File: config.mk
export PLATFORM = sky130hd
export DESIGN_NAME = tss_sequencer
export DESIGN_NICKNAME = d
export VERILOG_FILES = /design/src/design/tss_pkg.sv /design/src/design/tss_input_sync.sv /design/src/design/tss_sequencer.sv
export VERILOG_INCLUDE_DIRS = /design/src /design/src/design
export SDC_FILE = /design/constraint.sdc
export NUM_CORES = 1
export LEC_CHECK = 0
export BUFFER_PORTS_ARGS = -buffer_cell sky130_fd_sc_hd__buf_2
export CAP_MARGIN = 20
export CORE_MARGIN = 2
export CORE_UTILIZATION = 35
export DETAILED_ROUTE_END_ITERATION = 6
export SLEW_MARGIN = 10
export SYNTH_ARGS = -nofsm -noshare
export SYNTH_HDL_FRONTEND = slang
export SYNTH_SLANG_ARGS = --single-unit
File: constraint.sdc
create_clock -name core_clk -period 5.4 [get_ports core_clk]
set_clock_uncertainty 0.2 [all_clocks]
set_input_delay 1.08 -clock core_clk [delete_from_list [all_inputs] [get_ports core_clk]]
set_output_delay 1.08 -clock core_clk [all_outputs]
set_load 0.02 [all_outputs]
File: src/design/tss_consts.svh
`ifndef TSS_CONSTS_SVH
`define TSS_CONSTS_SVH

// ==========================================================
// Register word offsets
`define TSS_ADDR_W          5
`define TSS_OFF_CONTROL     5'h00
`define TSS_OFF_STEP_DELAY  5'h01
`define TSS_OFF_TIMER0_LIM  5'h02
`define TSS_OFF_TIMER1_LIM  5'h03
`define TSS_OFF_LOOP0_LIM   5'h04
`define TSS_OFF_LOOP1_LIM   5'h05
`define TSS_OFF_HOLD        5'h06
`define TSS_OFF_ADJUST      5'h07
`define TSS_OFF_LITERAL     5'h08
`define TSS_OFF_POINTER     5'h09
`define TSS_OFF_BROADCAST   5'h0a
`define TSS_OFF_ADC_SELECT  5'h0b
`define TSS_OFF_LOOP0_CNT   5'h0c
`define TSS_OFF_LOOP1_CNT   5'h0d
`define TSS_QUEUE_BASE_BIT  4

// ==========================================================
// Control register fields
`define TSS_CTL_ENABLE      0
`define TSS_CTL_START       1
`define TSS_CTL_SWTRIG      2
`define TSS_CTL_DELAY_ON    3
`define TSS_CTL_BUSY        4

// ==========================================================
// Reset values
`define TSS_RST_WORD        16'h0000
`define TSS_RST_PTR         5'h00
`define TSS_RST_DELAY_ON    1'b1

// ==========================================================
// Opcodes (upper nibble of a step byte)
`define TSS_OP_CONTROL      4'h0
`define TSS_OP_ADDCOPY      4'h1
`define TSS_OP_WAIT_RISE    4'h4
`define TSS_OP_WAIT_FALL    4'h5
`define TSS_OP_IRQ          4'h7
`define TSS_OP3_STROBE      3'h1
`define TSS_OP3_TRIGGER     3'h4
`define TSS_OP3_JUMP        3'h5
`define TSS_OP3_LOOP0       3'h6
`define TSS_OP3_LOOP1       3'h7

// ==========================================================
// Control options
`define TSS_OPT_DELAY_OFF   4'h2
`define TSS_OPT_DELAY_ON    4'h6
`define TSS_OPT_TIMER0      4'h8
`define TSS_OPT_TIMER1      4'h9
`define TSS_OPT_SWTRIG      4'hb
`define TSS_OPT_ADC_LOOP0   4'hc
`define TSS_OPT_ADC_LOOP1   4'hd
`define TSS_OPT_ADC_LIT     4'he
`define TSS_OPT_BROADCAST   4'hf
`define TSS_TGT_LAST        3'h5

`endif

File: src/design/tss_pkg.sv
package tss_pkg;

   typedef enum logic [2:0] {
      TSS_IDLE  = 3'b000,
      TSS_FETCH = 3'b001,
      TSS_EXEC  = 3'b010,
      TSS_WAIT  = 3'b011,
      TSS_DELAY = 3'b100,
      TSS_NEXT  = 3'b101
   } tss_state_e;

   typedef enum logic [2:0] {
      TSS_W_RISE   = 3'b000,
      TSS_W_FALL   = 3'b001,
      TSS_W_TIMER0 = 3'b010,
      TSS_W_TIMER1 = 3'b011,
      TSS_W_SWTRIG = 3'b100
   } tss_wait_e;

   typedef logic [15:0] tss_word_t;

endpackage

File: src/design/tss_input_sync.sv
`timescale 1ns/1ps
`default_nettype none

module tss_input_sync #(
   parameter int WIDTH = 16
) (
   input  wire logic             core_clk,
   input  wire logic             reset,
   input  wire logic [WIDTH-1:0] pinIn,
   output logic      [WIDTH-1:0] risePulse,
   output logic      [WIDTH-1:0] fallPulse
);

   logic [WIDTH-1:0] stage1;
   logic [WIDTH-1:0] stage2;
   logic [WIDTH-1:0] stage3;
   logic [WIDTH-1:0] level;
   wire  [WIDTH-1:0] agree = ~(stage2 ^ stage3);
   wire  [WIDTH-1:0] next_level = (agree & stage3) | (~agree & level);

   // stage1 feeds only stage2; a change counts once stage2 and stage3 agree
   always_ff @(posedge core_clk) begin
      stage1 <= pinIn;
      stage2 <= stage1;
      stage3 <= stage2;
   end

   always_ff @(posedge core_clk) begin
      if (reset) begin
         level     <= '0;
         risePulse <= '0;
         fallPulse <= '0;
      end else begin
         level     <= next_level;
         risePulse <= next_level & ~level;
         fallPulse <= ~next_level & level;
      end
   end

endmodule

`default_nettype wire

File: src/design/tss_sequencer.sv
`timescale 1ns/1ps
`default_nettype none
`include "tss_consts.svh"

module tss_sequencer
   import tss_pkg::*;
(
   input  wire logic                   core_clk,
   input  wire logic                   reset,
   input  wire logic [`TSS_ADDR_W-1:0] regAddr,
   input  wire logic [15:0]            regWrData,
   input  wire logic                   regWrite,
   input  wire logic                   regRead,
   output logic      [15:0]            regRdData,
   input  wire logic [15:0]            triggerIn,
   output logic      [31:0]            triggerOut,
   output logic      [15:0]            irqOut,
   output logic      [15:0]            adcChannelSelect
);

   // ==========================================================
   // State
   tss_state_e  state;
   tss_wait_e   waitKind;
   logic        moduleEnable;
   logic        sequenceStart;
   logic        swTrigger;
   logic        swTriggerPrev;
   logic        delayOn;
   tss_word_t   stepDelayLimit;
   tss_word_t   timer0Limit;
   tss_word_t   timer1Limit;
   tss_word_t   loop0Limit;
   tss_word_t   loop1Limit;
   tss_word_t   holdValue;
   tss_word_t   adjustValue;
   tss_word_t   literalValue;
   tss_word_t   broadcastEnable;
   tss_word_t   loop0Count;
   tss_word_t   loop1Count;
   tss_word_t   timerCount;
   tss_word_t   delayCount;
   logic [4:0]  stepPointer;
   logic [4:0]  jumpTarget;
   logic        jumpTaken;
   logic [7:0]  stepByte;
   logic [3:0]  waitSelect;
   tss_word_t   stepQueue [8];
   logic [15:0] inRise;
   logic [15:0] inFall;

   tss_input_sync #(.WIDTH(16)) inputSync (
      .core_clk  (core_clk),
      .reset     (reset),
      .pinIn     (triggerIn),
      .risePulse (inRise),
      .fallPulse (inFall)
   );

   // ==========================================================
   // Decode
   wire       running   = moduleEnable & sequenceStart;
   wire       wrOpen    = regWrite & ~running;
   wire [3:0] opcode    = stepByte[7:4];
   wire [3:0] option    = stepByte[3:0];
   wire [4:0] fiveBit   = {opcode[0], option};
   wire       inExec    = (state == TSS_EXEC);
   wire       isControl = inExec & (opcode == `TSS_OP_CONTROL);
   wire       isAddCopy = inExec & (opcode == `TSS_OP_ADDCOPY);
   wire       isStrobe  = inExec & (opcode[3:1] == `TSS_OP3_STROBE);
   wire       isIrq     = inExec & (opcode == `TSS_OP_IRQ);
   wire       isTrigger = inExec & (opcode[3:1] == `TSS_OP3_TRIGGER);
   wire       isJump    = inExec & (opcode[3:1] == `TSS_OP3_JUMP);
   wire       isLoop0   = inExec & (opcode[3:1] == `TSS_OP3_LOOP0);
   wire       isLoop1   = inExec & (opcode[3:1] == `TSS_OP3_LOOP1);
   wire       loop0Done = (loop0Count == loop0Limit);
   wire       loop1Done = (loop1Count == loop1Limit);

   // Add/copy target: option[3] picks copy, option[2:0] the target
   wire [2:0] tgtIndex  = option[2:0];
   wire       tgtWrite  = isAddCopy & (tgtIndex <= `TSS_TGT_LAST);
   wire [5:0] tgtHit    = tgtWrite ? 6'h01 << tgtIndex : 6'h00;
   tss_word_t tgtCurrent;
   always_comb begin
      case (tgtIndex)
         3'h0:    tgtCurrent = loop0Limit;
         3'h1:    tgtCurrent = loop1Limit;
         3'h2:    tgtCurrent = timer0Limit;
         3'h3:    tgtCurrent = timer1Limit;
         3'h4:    tgtCurrent = stepDelayLimit;
         default: tgtCurrent = literalValue;
      endcase
   end
   wire tss_word_t tgtNew = option[3] ? holdValue
                                      : tgtCurrent + adjustValue;

   // Software write strobes per register
   wire wrStepDelay = wrOpen & (regAddr == `TSS_OFF_STEP_DELAY);
   wire wrTimer0    = wrOpen & (regAddr == `TSS_OFF_TIMER0_LIM);
   wire wrTimer1    = wrOpen & (regAddr == `TSS_OFF_TIMER1_LIM);
   wire wrLoop0     = wrOpen & (regAddr == `TSS_OFF_LOOP0_LIM);
   wire wrLoop1     = wrOpen & (regAddr == `TSS_OFF_LOOP1_LIM);
   wire wrHold      = wrOpen & (regAddr == `TSS_OFF_HOLD);
   wire wrAdjust    = wrOpen & (regAddr == `TSS_OFF_ADJUST);
   wire wrLiteral   = wrOpen & (regAddr == `TSS_OFF_LITERAL);
   wire wrPointer   = wrOpen & (regAddr == `TSS_OFF_POINTER);
   wire wrBroadcast = wrOpen & (regAddr == `TSS_OFF_BROADCAST);
   wire wrQueue     = wrOpen & regAddr[`TSS_QUEUE_BASE_BIT];
   // Control stays writable so software can always stop the sequence
   wire wrControl   = regWrite & (regAddr == `TSS_OFF_CONTROL);

   // Wait completion
   wire swTrigRise  = swTrigger & ~swTriggerPrev;
   logic waitMet;
   always_comb begin
      case (waitKind)
         TSS_W_RISE:   waitMet = inRise[waitSelect];
         TSS_W_FALL:   waitMet = inFall[waitSelect];
         TSS_W_TIMER0: waitMet = (timerCount == timer0Limit);
         TSS_W_TIMER1: waitMet = (timerCount == timer1Limit);
         TSS_W_SWTRIG: waitMet = swTrigRise;
         default:      waitMet = 1'b1;
      endcase
   end
   wire waitsNow = (isControl & ((option == `TSS_OPT_TIMER0) | (option == `TSS_OPT_TIMER1) |
                                 (option == `TSS_OPT_SWTRIG)))
                 | (inExec & ((opcode == `TSS_OP_WAIT_RISE) | (opcode == `TSS_OP_WAIT_FALL)));
   wire delayDone = ~delayOn | (delayCount == stepDelayLimit);

   // Read mux
   tss_word_t readMux;
   always_comb begin
      case (regAddr)
         `TSS_OFF_CONTROL:    readMux = {11'h000, (state != TSS_IDLE), delayOn,
                                         swTrigger, sequenceStart, moduleEnable};
         `TSS_OFF_STEP_DELAY: readMux = stepDelayLimit;
         `TSS_OFF_TIMER0_LIM: readMux = timer0Limit;
         `TSS_OFF_TIMER1_LIM: readMux = timer1Limit;
         `TSS_OFF_LOOP0_LIM:  readMux = loop0Limit;
         `TSS_OFF_LOOP1_LIM:  readMux = loop1Limit;
         `TSS_OFF_HOLD:       readMux = holdValue;
         `TSS_OFF_ADJUST:     readMux = adjustValue;
         `TSS_OFF_LITERAL:    readMux = literalValue;
         `TSS_OFF_POINTER:    readMux = {11'h000, stepPointer};
         `TSS_OFF_BROADCAST:  readMux = broadcastEnable;
         `TSS_OFF_ADC_SELECT: readMux = adcChannelSelect;
         `TSS_OFF_LOOP0_CNT:  readMux = loop0Count;
         `TSS_OFF_LOOP1_CNT:  readMux = loop1Count;
         default:             readMux = regAddr[`TSS_QUEUE_BASE_BIT] ? stepQueue[regAddr[2:0]]
                                                                     : `TSS_RST_WORD;
      endcase
   end

   // ==========================================================
   // Bus read port
   always_ff @(posedge core_clk) begin
      if (reset) regRdData <= `TSS_RST_WORD;
      else       regRdData <= regRead ? readMux : `TSS_RST_WORD;
   end

   // ==========================================================
   // Queue storage: no reset on purpose, contents outlive any reset
   always_ff @(posedge core_clk) begin
      if (wrQueue) stepQueue[regAddr[2:0]] <= regWrData;
   end

   // ==========================================================
   // Control register
   always_ff @(posedge core_clk) begin
      if (reset) begin
         moduleEnable  <= 1'b0;
         sequenceStart <= 1'b0;
         swTrigger     <= 1'b0;
         swTriggerPrev <= 1'b0;
      end else begin
         swTriggerPrev <= swTrigger;
         if (wrControl) begin
            moduleEnable  <= regWrData[`TSS_CTL_ENABLE];
            sequenceStart <= regWrData[`TSS_CTL_START];
            swTrigger     <= regWrData[`TSS_CTL_SWTRIG];
         end
      end
   end

   // ==========================================================
   // Software-written data registers; no step writes them, and writes are blocked while running
   always_ff @(posedge core_clk) begin
      if (reset) begin
         holdValue       <= `TSS_RST_WORD;
         adjustValue     <= `TSS_RST_WORD;
         broadcastEnable <= `TSS_RST_WORD;
      end else begin
         if (wrHold)      holdValue       <= regWrData;
         if (wrAdjust)    adjustValue     <= regWrData;
         if (wrBroadcast) broadcastEnable <= regWrData;
      end
   end

   // Writes are blocked while running; if a step and a write meet in one cycle, the step wins
   always_ff @(posedge core_clk) begin
      if (reset) begin
         loop0Limit     <= `TSS_RST_WORD;
         loop1Limit     <= `TSS_RST_WORD;
         timer0Limit    <= `TSS_RST_WORD;
         timer1Limit    <= `TSS_RST_WORD;
         stepDelayLimit <= `TSS_RST_WORD;
         literalValue   <= `TSS_RST_WORD;
      end else begin
         if (tgtHit[0] | wrLoop0)     loop0Limit     <= tgtHit[0] ? tgtNew : regWrData;
         if (tgtHit[1] | wrLoop1)     loop1Limit     <= tgtHit[1] ? tgtNew : regWrData;
         if (tgtHit[2] | wrTimer0)    timer0Limit    <= tgtHit[2] ? tgtNew : regWrData;
         if (tgtHit[3] | wrTimer1)    timer1Limit    <= tgtHit[3] ? tgtNew : regWrData;
         if (tgtHit[4] | wrStepDelay) stepDelayLimit <= tgtHit[4] ? tgtNew : regWrData;
         if (tgtHit[5] | wrLiteral)   literalValue   <= tgtHit[5] ? tgtNew : regWrData;
      end
   end

   // ==========================================================
   // Step outputs: one-cycle pulses, channel select is a level
   always_ff @(posedge core_clk) begin
      if (reset) begin
         triggerOut       <= 32'h0000_0000;
         irqOut           <= 16'h0000;
         adcChannelSelect <= `TSS_RST_WORD;
      end else begin
         triggerOut <= isTrigger ? 32'h0000_0001 << fiveBit : 32'h0000_0000;
         irqOut     <= isIrq ? 16'h0001 << option : 16'h0000;
         if (isControl & (option == `TSS_OPT_BROADCAST))
            triggerOut <= {16'h0000, broadcastEnable};
         if (isStrobe)
            adcChannelSelect <= {adcChannelSelect[15:5], fiveBit};
         else if (isControl & (option == `TSS_OPT_ADC_LIT))
            adcChannelSelect <= literalValue;
         else if (isControl & (option == `TSS_OPT_ADC_LOOP0))
            adcChannelSelect <= loop0Count;
         else if (isControl & (option == `TSS_OPT_ADC_LOOP1))
            adcChannelSelect <= loop1Count;
      end
   end

   // ==========================================================
   // Loop counters
   always_ff @(posedge core_clk) begin
      if (reset | ~running) begin
         loop0Count <= `TSS_RST_WORD;
         loop1Count <= `TSS_RST_WORD;
      end else begin
         // Cleared on exit so an enclosing loop can re-enter it
         if (isLoop0) loop0Count <= loop0Done ? `TSS_RST_WORD : loop0Count + 16'h0001;
         if (isLoop1) loop1Count <= loop1Done ? `TSS_RST_WORD : loop1Count + 16'h0001;
      end
   end

   // ==========================================================
   // Step pointer
   always_ff @(posedge core_clk) begin
      if (reset) begin
         stepPointer <= `TSS_RST_PTR;
      end else if (wrPointer) begin
         stepPointer <= regWrData[4:0];
      end else if (running & (state == TSS_NEXT)) begin
         stepPointer <= jumpTaken ? jumpTarget : stepPointer + 5'h01;
      end
   end

   // ==========================================================
   // Step engine
   always_ff @(posedge core_clk) begin
      if (reset) begin
         state      <= TSS_IDLE;
         waitKind   <= TSS_W_RISE;
         waitSelect <= 4'h0;
         stepByte   <= 8'h00;
         jumpTaken  <= 1'b0;
         jumpTarget <= `TSS_RST_PTR;
         delayOn    <= `TSS_RST_DELAY_ON;
         timerCount <= `TSS_RST_WORD;
         delayCount <= `TSS_RST_WORD;
      end else if (~running) begin
         state <= TSS_IDLE;
      end else begin
         case (state)
            TSS_IDLE: begin
               state <= TSS_FETCH;
            end
            TSS_FETCH: begin
               // Odd step in the high byte of its pair
               stepByte <= stepPointer[0] ? stepQueue[stepPointer[3:1]][15:8]
                                          : stepQueue[stepPointer[3:1]][7:0];
               state    <= TSS_EXEC;
            end
            TSS_EXEC: begin
               jumpTarget <= fiveBit;
               jumpTaken  <= isJump | (isLoop0 & ~loop0Done) | (isLoop1 & ~loop1Done);
               timerCount <= `TSS_RST_WORD;
               delayCount <= `TSS_RST_WORD;
               waitSelect <= option;
               if (isControl & (option == `TSS_OPT_DELAY_OFF)) delayOn <= 1'b0;
               if (isControl & (option == `TSS_OPT_DELAY_ON))  delayOn <= 1'b1;
               if (opcode == `TSS_OP_WAIT_FALL)    waitKind <= TSS_W_FALL;
               else if (opcode == `TSS_OP_WAIT_RISE) waitKind <= TSS_W_RISE;
               else if (option == `TSS_OPT_TIMER0) waitKind <= TSS_W_TIMER0;
               else if (option == `TSS_OPT_TIMER1) waitKind <= TSS_W_TIMER1;
               else                                waitKind <= TSS_W_SWTRIG;
               // Reserved codes fall through to the delay as a plain step
               state <= waitsNow ? TSS_WAIT : TSS_DELAY;
            end
            TSS_WAIT: begin
               timerCount <= timerCount + 16'h0001;
               if (waitMet) state <= TSS_DELAY;
            end
            TSS_DELAY: begin
               delayCount <= delayCount + 16'h0001;
               if (delayDone) state <= TSS_NEXT;
            end
            TSS_NEXT: begin
               state <= TSS_FETCH;
            end
            default: begin
               state <= TSS_IDLE;
            end
         endcase
      end
   end

endmodule

`default_nettype wire

==> impl_metrics.tcl <==
set metrics [dict create \
    status "finished with violations" \
    cts_tree "yes" \
    synthCells 2534 \
    clockBufferDepth 3 \
    cp-start-kind "flop" \
    power_leakage_nw 10.9 \
    grt-ovfl-total 0 \
    worstHoldStart "inputSync.stage1[1]$_DFF_P_" \
    drc 5 \
    gr-usage-all-layers_pct 27.5 \
    setup_viol 0 \
    synth_flop_cell "dfxtp_1" \
    ir_drop_v 0.000251 \
    dr.pass1.iters 7 \
    dieArea_um2 74700 \
    cts-root-buf "clkbuf_16" \
    critPathKind "reg -> reg" \
    ctsHoldBuffers 0 \
    vias 21754 \
    antenna_found_initial 5 \
    n_antenna_cell 0 \
    routed_wirelength_um 105000 \
    cp_max_fo 21 \
    grt_start_max_net_pins 133 \
    slew-limit-headroom_pct 20.4 \
    ys_seq_area_share_pct 48.0 \
    ioPinCount 121 \
    die_y_um 273 \
    yosys_register_bits 545 \
    syn-mean-instance-area_um2 10.0 \
    hp-class "reg -> reg" \
    crit_arrival_ns 4.95 \
    grt_pass1_vias 20672 \
    grt_pass1_wl_um 149000 \
    yosys_warnings 0 \
    dpl.hpwl_um 75900 \
    setup_ws_ns 0.835 \
    row_count 98 \
    vias_per_cell 6.07 \
    violations "DRC" \
    routedWlPerCell_um 29.4 \
    synth_cell_types 74 \
    fin_crit_ns 4.57 \
    p_sw_mw 2.03 \
    start_util_pct 35.5 \
    postLayoutCoreUtil_pct 40.6 \
    finalMaxSlewViolations 0 \
    final.setup.tns_ns 0 \
    drive_gt1_share_pct 16.3 \
    comb_power_share_pct 4.0 \
    io_buffers 120 \
    tightest_slew_ns 1.19 \
    crit_required_ns 5.78 \
    crit_start "stepByte[1]$_SDFFE_PP0P_" \
    power_frac_seq_pct 47.3 \
    switching_share_pct 22.4 \
    clock_latency_ns 0.65 \
    place_worst_setup_slack_ns 0.931 \
    fp.coreArea_um2 71600 \
    internal_power_mw 7.01 \
    place.gp.congestion 1.07 \
    synth-edff-count 128 \
    clock_sinks 545 \
    syn_area_um2 25400 \
    clock.fmax_ghz 0.219 \
    nFillCells 6937 \
    rsz0062_at_grt "no" \
    powerDensity_nw_per_um2 311 \
    maxCapViolCount 0 \
    ant_nets 0 \
    cts_resized 0 \
    whs_ns 0.122 \
    period_share_pct 84.5 \
    end_kind "flop" \
    cts_htree_levels 2 \
    area_growth_pct 14.5 \
    clkPwrFrac_pct 48.8 \
    cts_inserted_buffers 59 \
    synth_nets 2600 \
    reg2reg_from "stepByte[1]$_SDFFE_PP0P_" \
    nNetsFinal 2651 \
    die_x_um 273 \
    async_flop_share_pct 0 \
    cts_setup_buffers 0 \
    largest_reg_flops 128 \
    clkTransAtPathRegs_ns 0.06 \
    hold_viol 0 \
    drt_first_iter_violations 2902 \
]
## path summary, 6_finish.rpt
| kind | endpoint | slack (ns) | cells past startpoint |
|---|---|---|---|
| setup reg to reg | loop0Limit[14]$_SDFFE_PP0P_ | 0.83 | 12 |
| hold / removal | inputSync.stage2[1]$_DFF_P_ | 0.12 | 0 |
| setup / recovery | loop0Limit[14]$_SDFFE_PP0P_ | 0.83 | 12 |
| hold reg to reg | inputSync.stage2[1]$_DFF_P_ | 0.12 | 0 |
## cell usage after synthesis (all sizes together), types with 8 or more instances
cell	count	area, um^2
dfxtp	417	8350
nand2	267	1010
nor2	257	967
clkbuf	160	601
a21oi	157	786
edfxtp	128	3840
o21ai	98	490
a211oi	94	716
mux2i	90	901
xor2	88	771
mux4	80	1800
nand3	80	405
and3	49	307
a221oi	46	403
a311oi	42	368
nor3	42	226
xnor2	39	342
a22o	38	333
buf	38	193
mux2	30	338
nand4	26	163
ha	24	300
nor4	23	144
a22oi	21	158
inv	21	78.8
or3	21	131
and2	16	100
nor4b	16	140
a32oi	15	131
a41oi	13	114
nand2b	12	75.1
nor2b	11	68.8
a21o	8	60.1
o21a	8	60.1
## cell usage in the layout (no fill, tap or decap), drive strengths merged, types with 30 or more instances in the layout
| cell | n |
|---|---|
| xor2 | 88 |
| nor3 | 42 |
| mux2i | 90 |
| buf | 187 |
| a211oi | 94 |
| a21oi | 157 |
| a22o | 38 |
| dfxtp | 417 |
| xnor2 | 39 |
| nand2 | 267 |
| a221oi | 46 |
| a311oi | 42 |
| nor2 | 257 |
| o21ai | 98 |
| and3 | 49 |
| edfxtp | 128 |
| mux4 | 80 |
| clkbuf | 80 |
| mux2 | 30 |
| nand3 | 80 |
## cells by family after synthesis
logic type,count (synthesis),share of synthesized area [%]
mux,200,12.0
flops,545,48.0
compound gates,579,15.6
buf+inv,219,3.43
xor+xnor,127,4.38
fa+ha+maj,25,1.26
simple gates,839,15.3
## power by group through the flow
stage,Sequential [mW],Clock (mW),Combinational (mW)
3_5_place_dp,4.36,0,0.351
4_1_cts,4.27,4.48,0.352
3_3_place_gp,4.36,0,0.348
5_1_grt,4.28,4.66,0.374
6_report,4.27,4.41,0.359
2_1_floorplan,4.35,0,0.191
## worst max-delay path, stage by stage (launching register included)
cell	delay [ns]
dfxtp_2	0.54
buf_4	0.36
mux2_2	0.37
o21ai_0	0.16
a21oi_1	0.09
ha_1	0.36
a21o_1	0.14
a21oi_1	0.09
o21ai_0	0.83
nand3_1	0.20
and4_1	0.26
nor3_1	0.66
o31a_1	0.24
## layer usage
| layer | up-vias | global-route usage, % | wire length [um] |
|---|---|---|---|
| met4 | 6 | 14.5 | 6240 |
| met2 | 1181 | 42.5 | 46600 |
| met5 | - | 0 | 46 |
| met1 | 10804 | 35.7 | 42500 |
| li1 | 9494 | - | - |
| met3 | 269 | 6.69 | 9980 |
## layout make-up
cell class / instances / area, um^2 / share of cell area, %
well taps: 950 / 1190 / 4.09
flip-flops and latches: 545 / 12200 / 41.9
clock buffers: 79 / 1650 / 5.68
clock inverters: 32 / 494 / 1.70
repair buffers: 188 / 1130 / 3.89
multi-input cells: 1770 / 12400 / 42.5
inverters: 21 / 78.8 / 0.271
## through the flow
stage                     cells  area, um^2  power [mW]
after detailed placement   3473       26900        4.71
after global routing       3585       29100        9.30
final                      3585       29100        9.04
after global placement     3473       26900        4.70
after CTS                  3584       29100        9.11
after floorplan            2534       25400        4.54
Power figures use the tool's default switching activity.
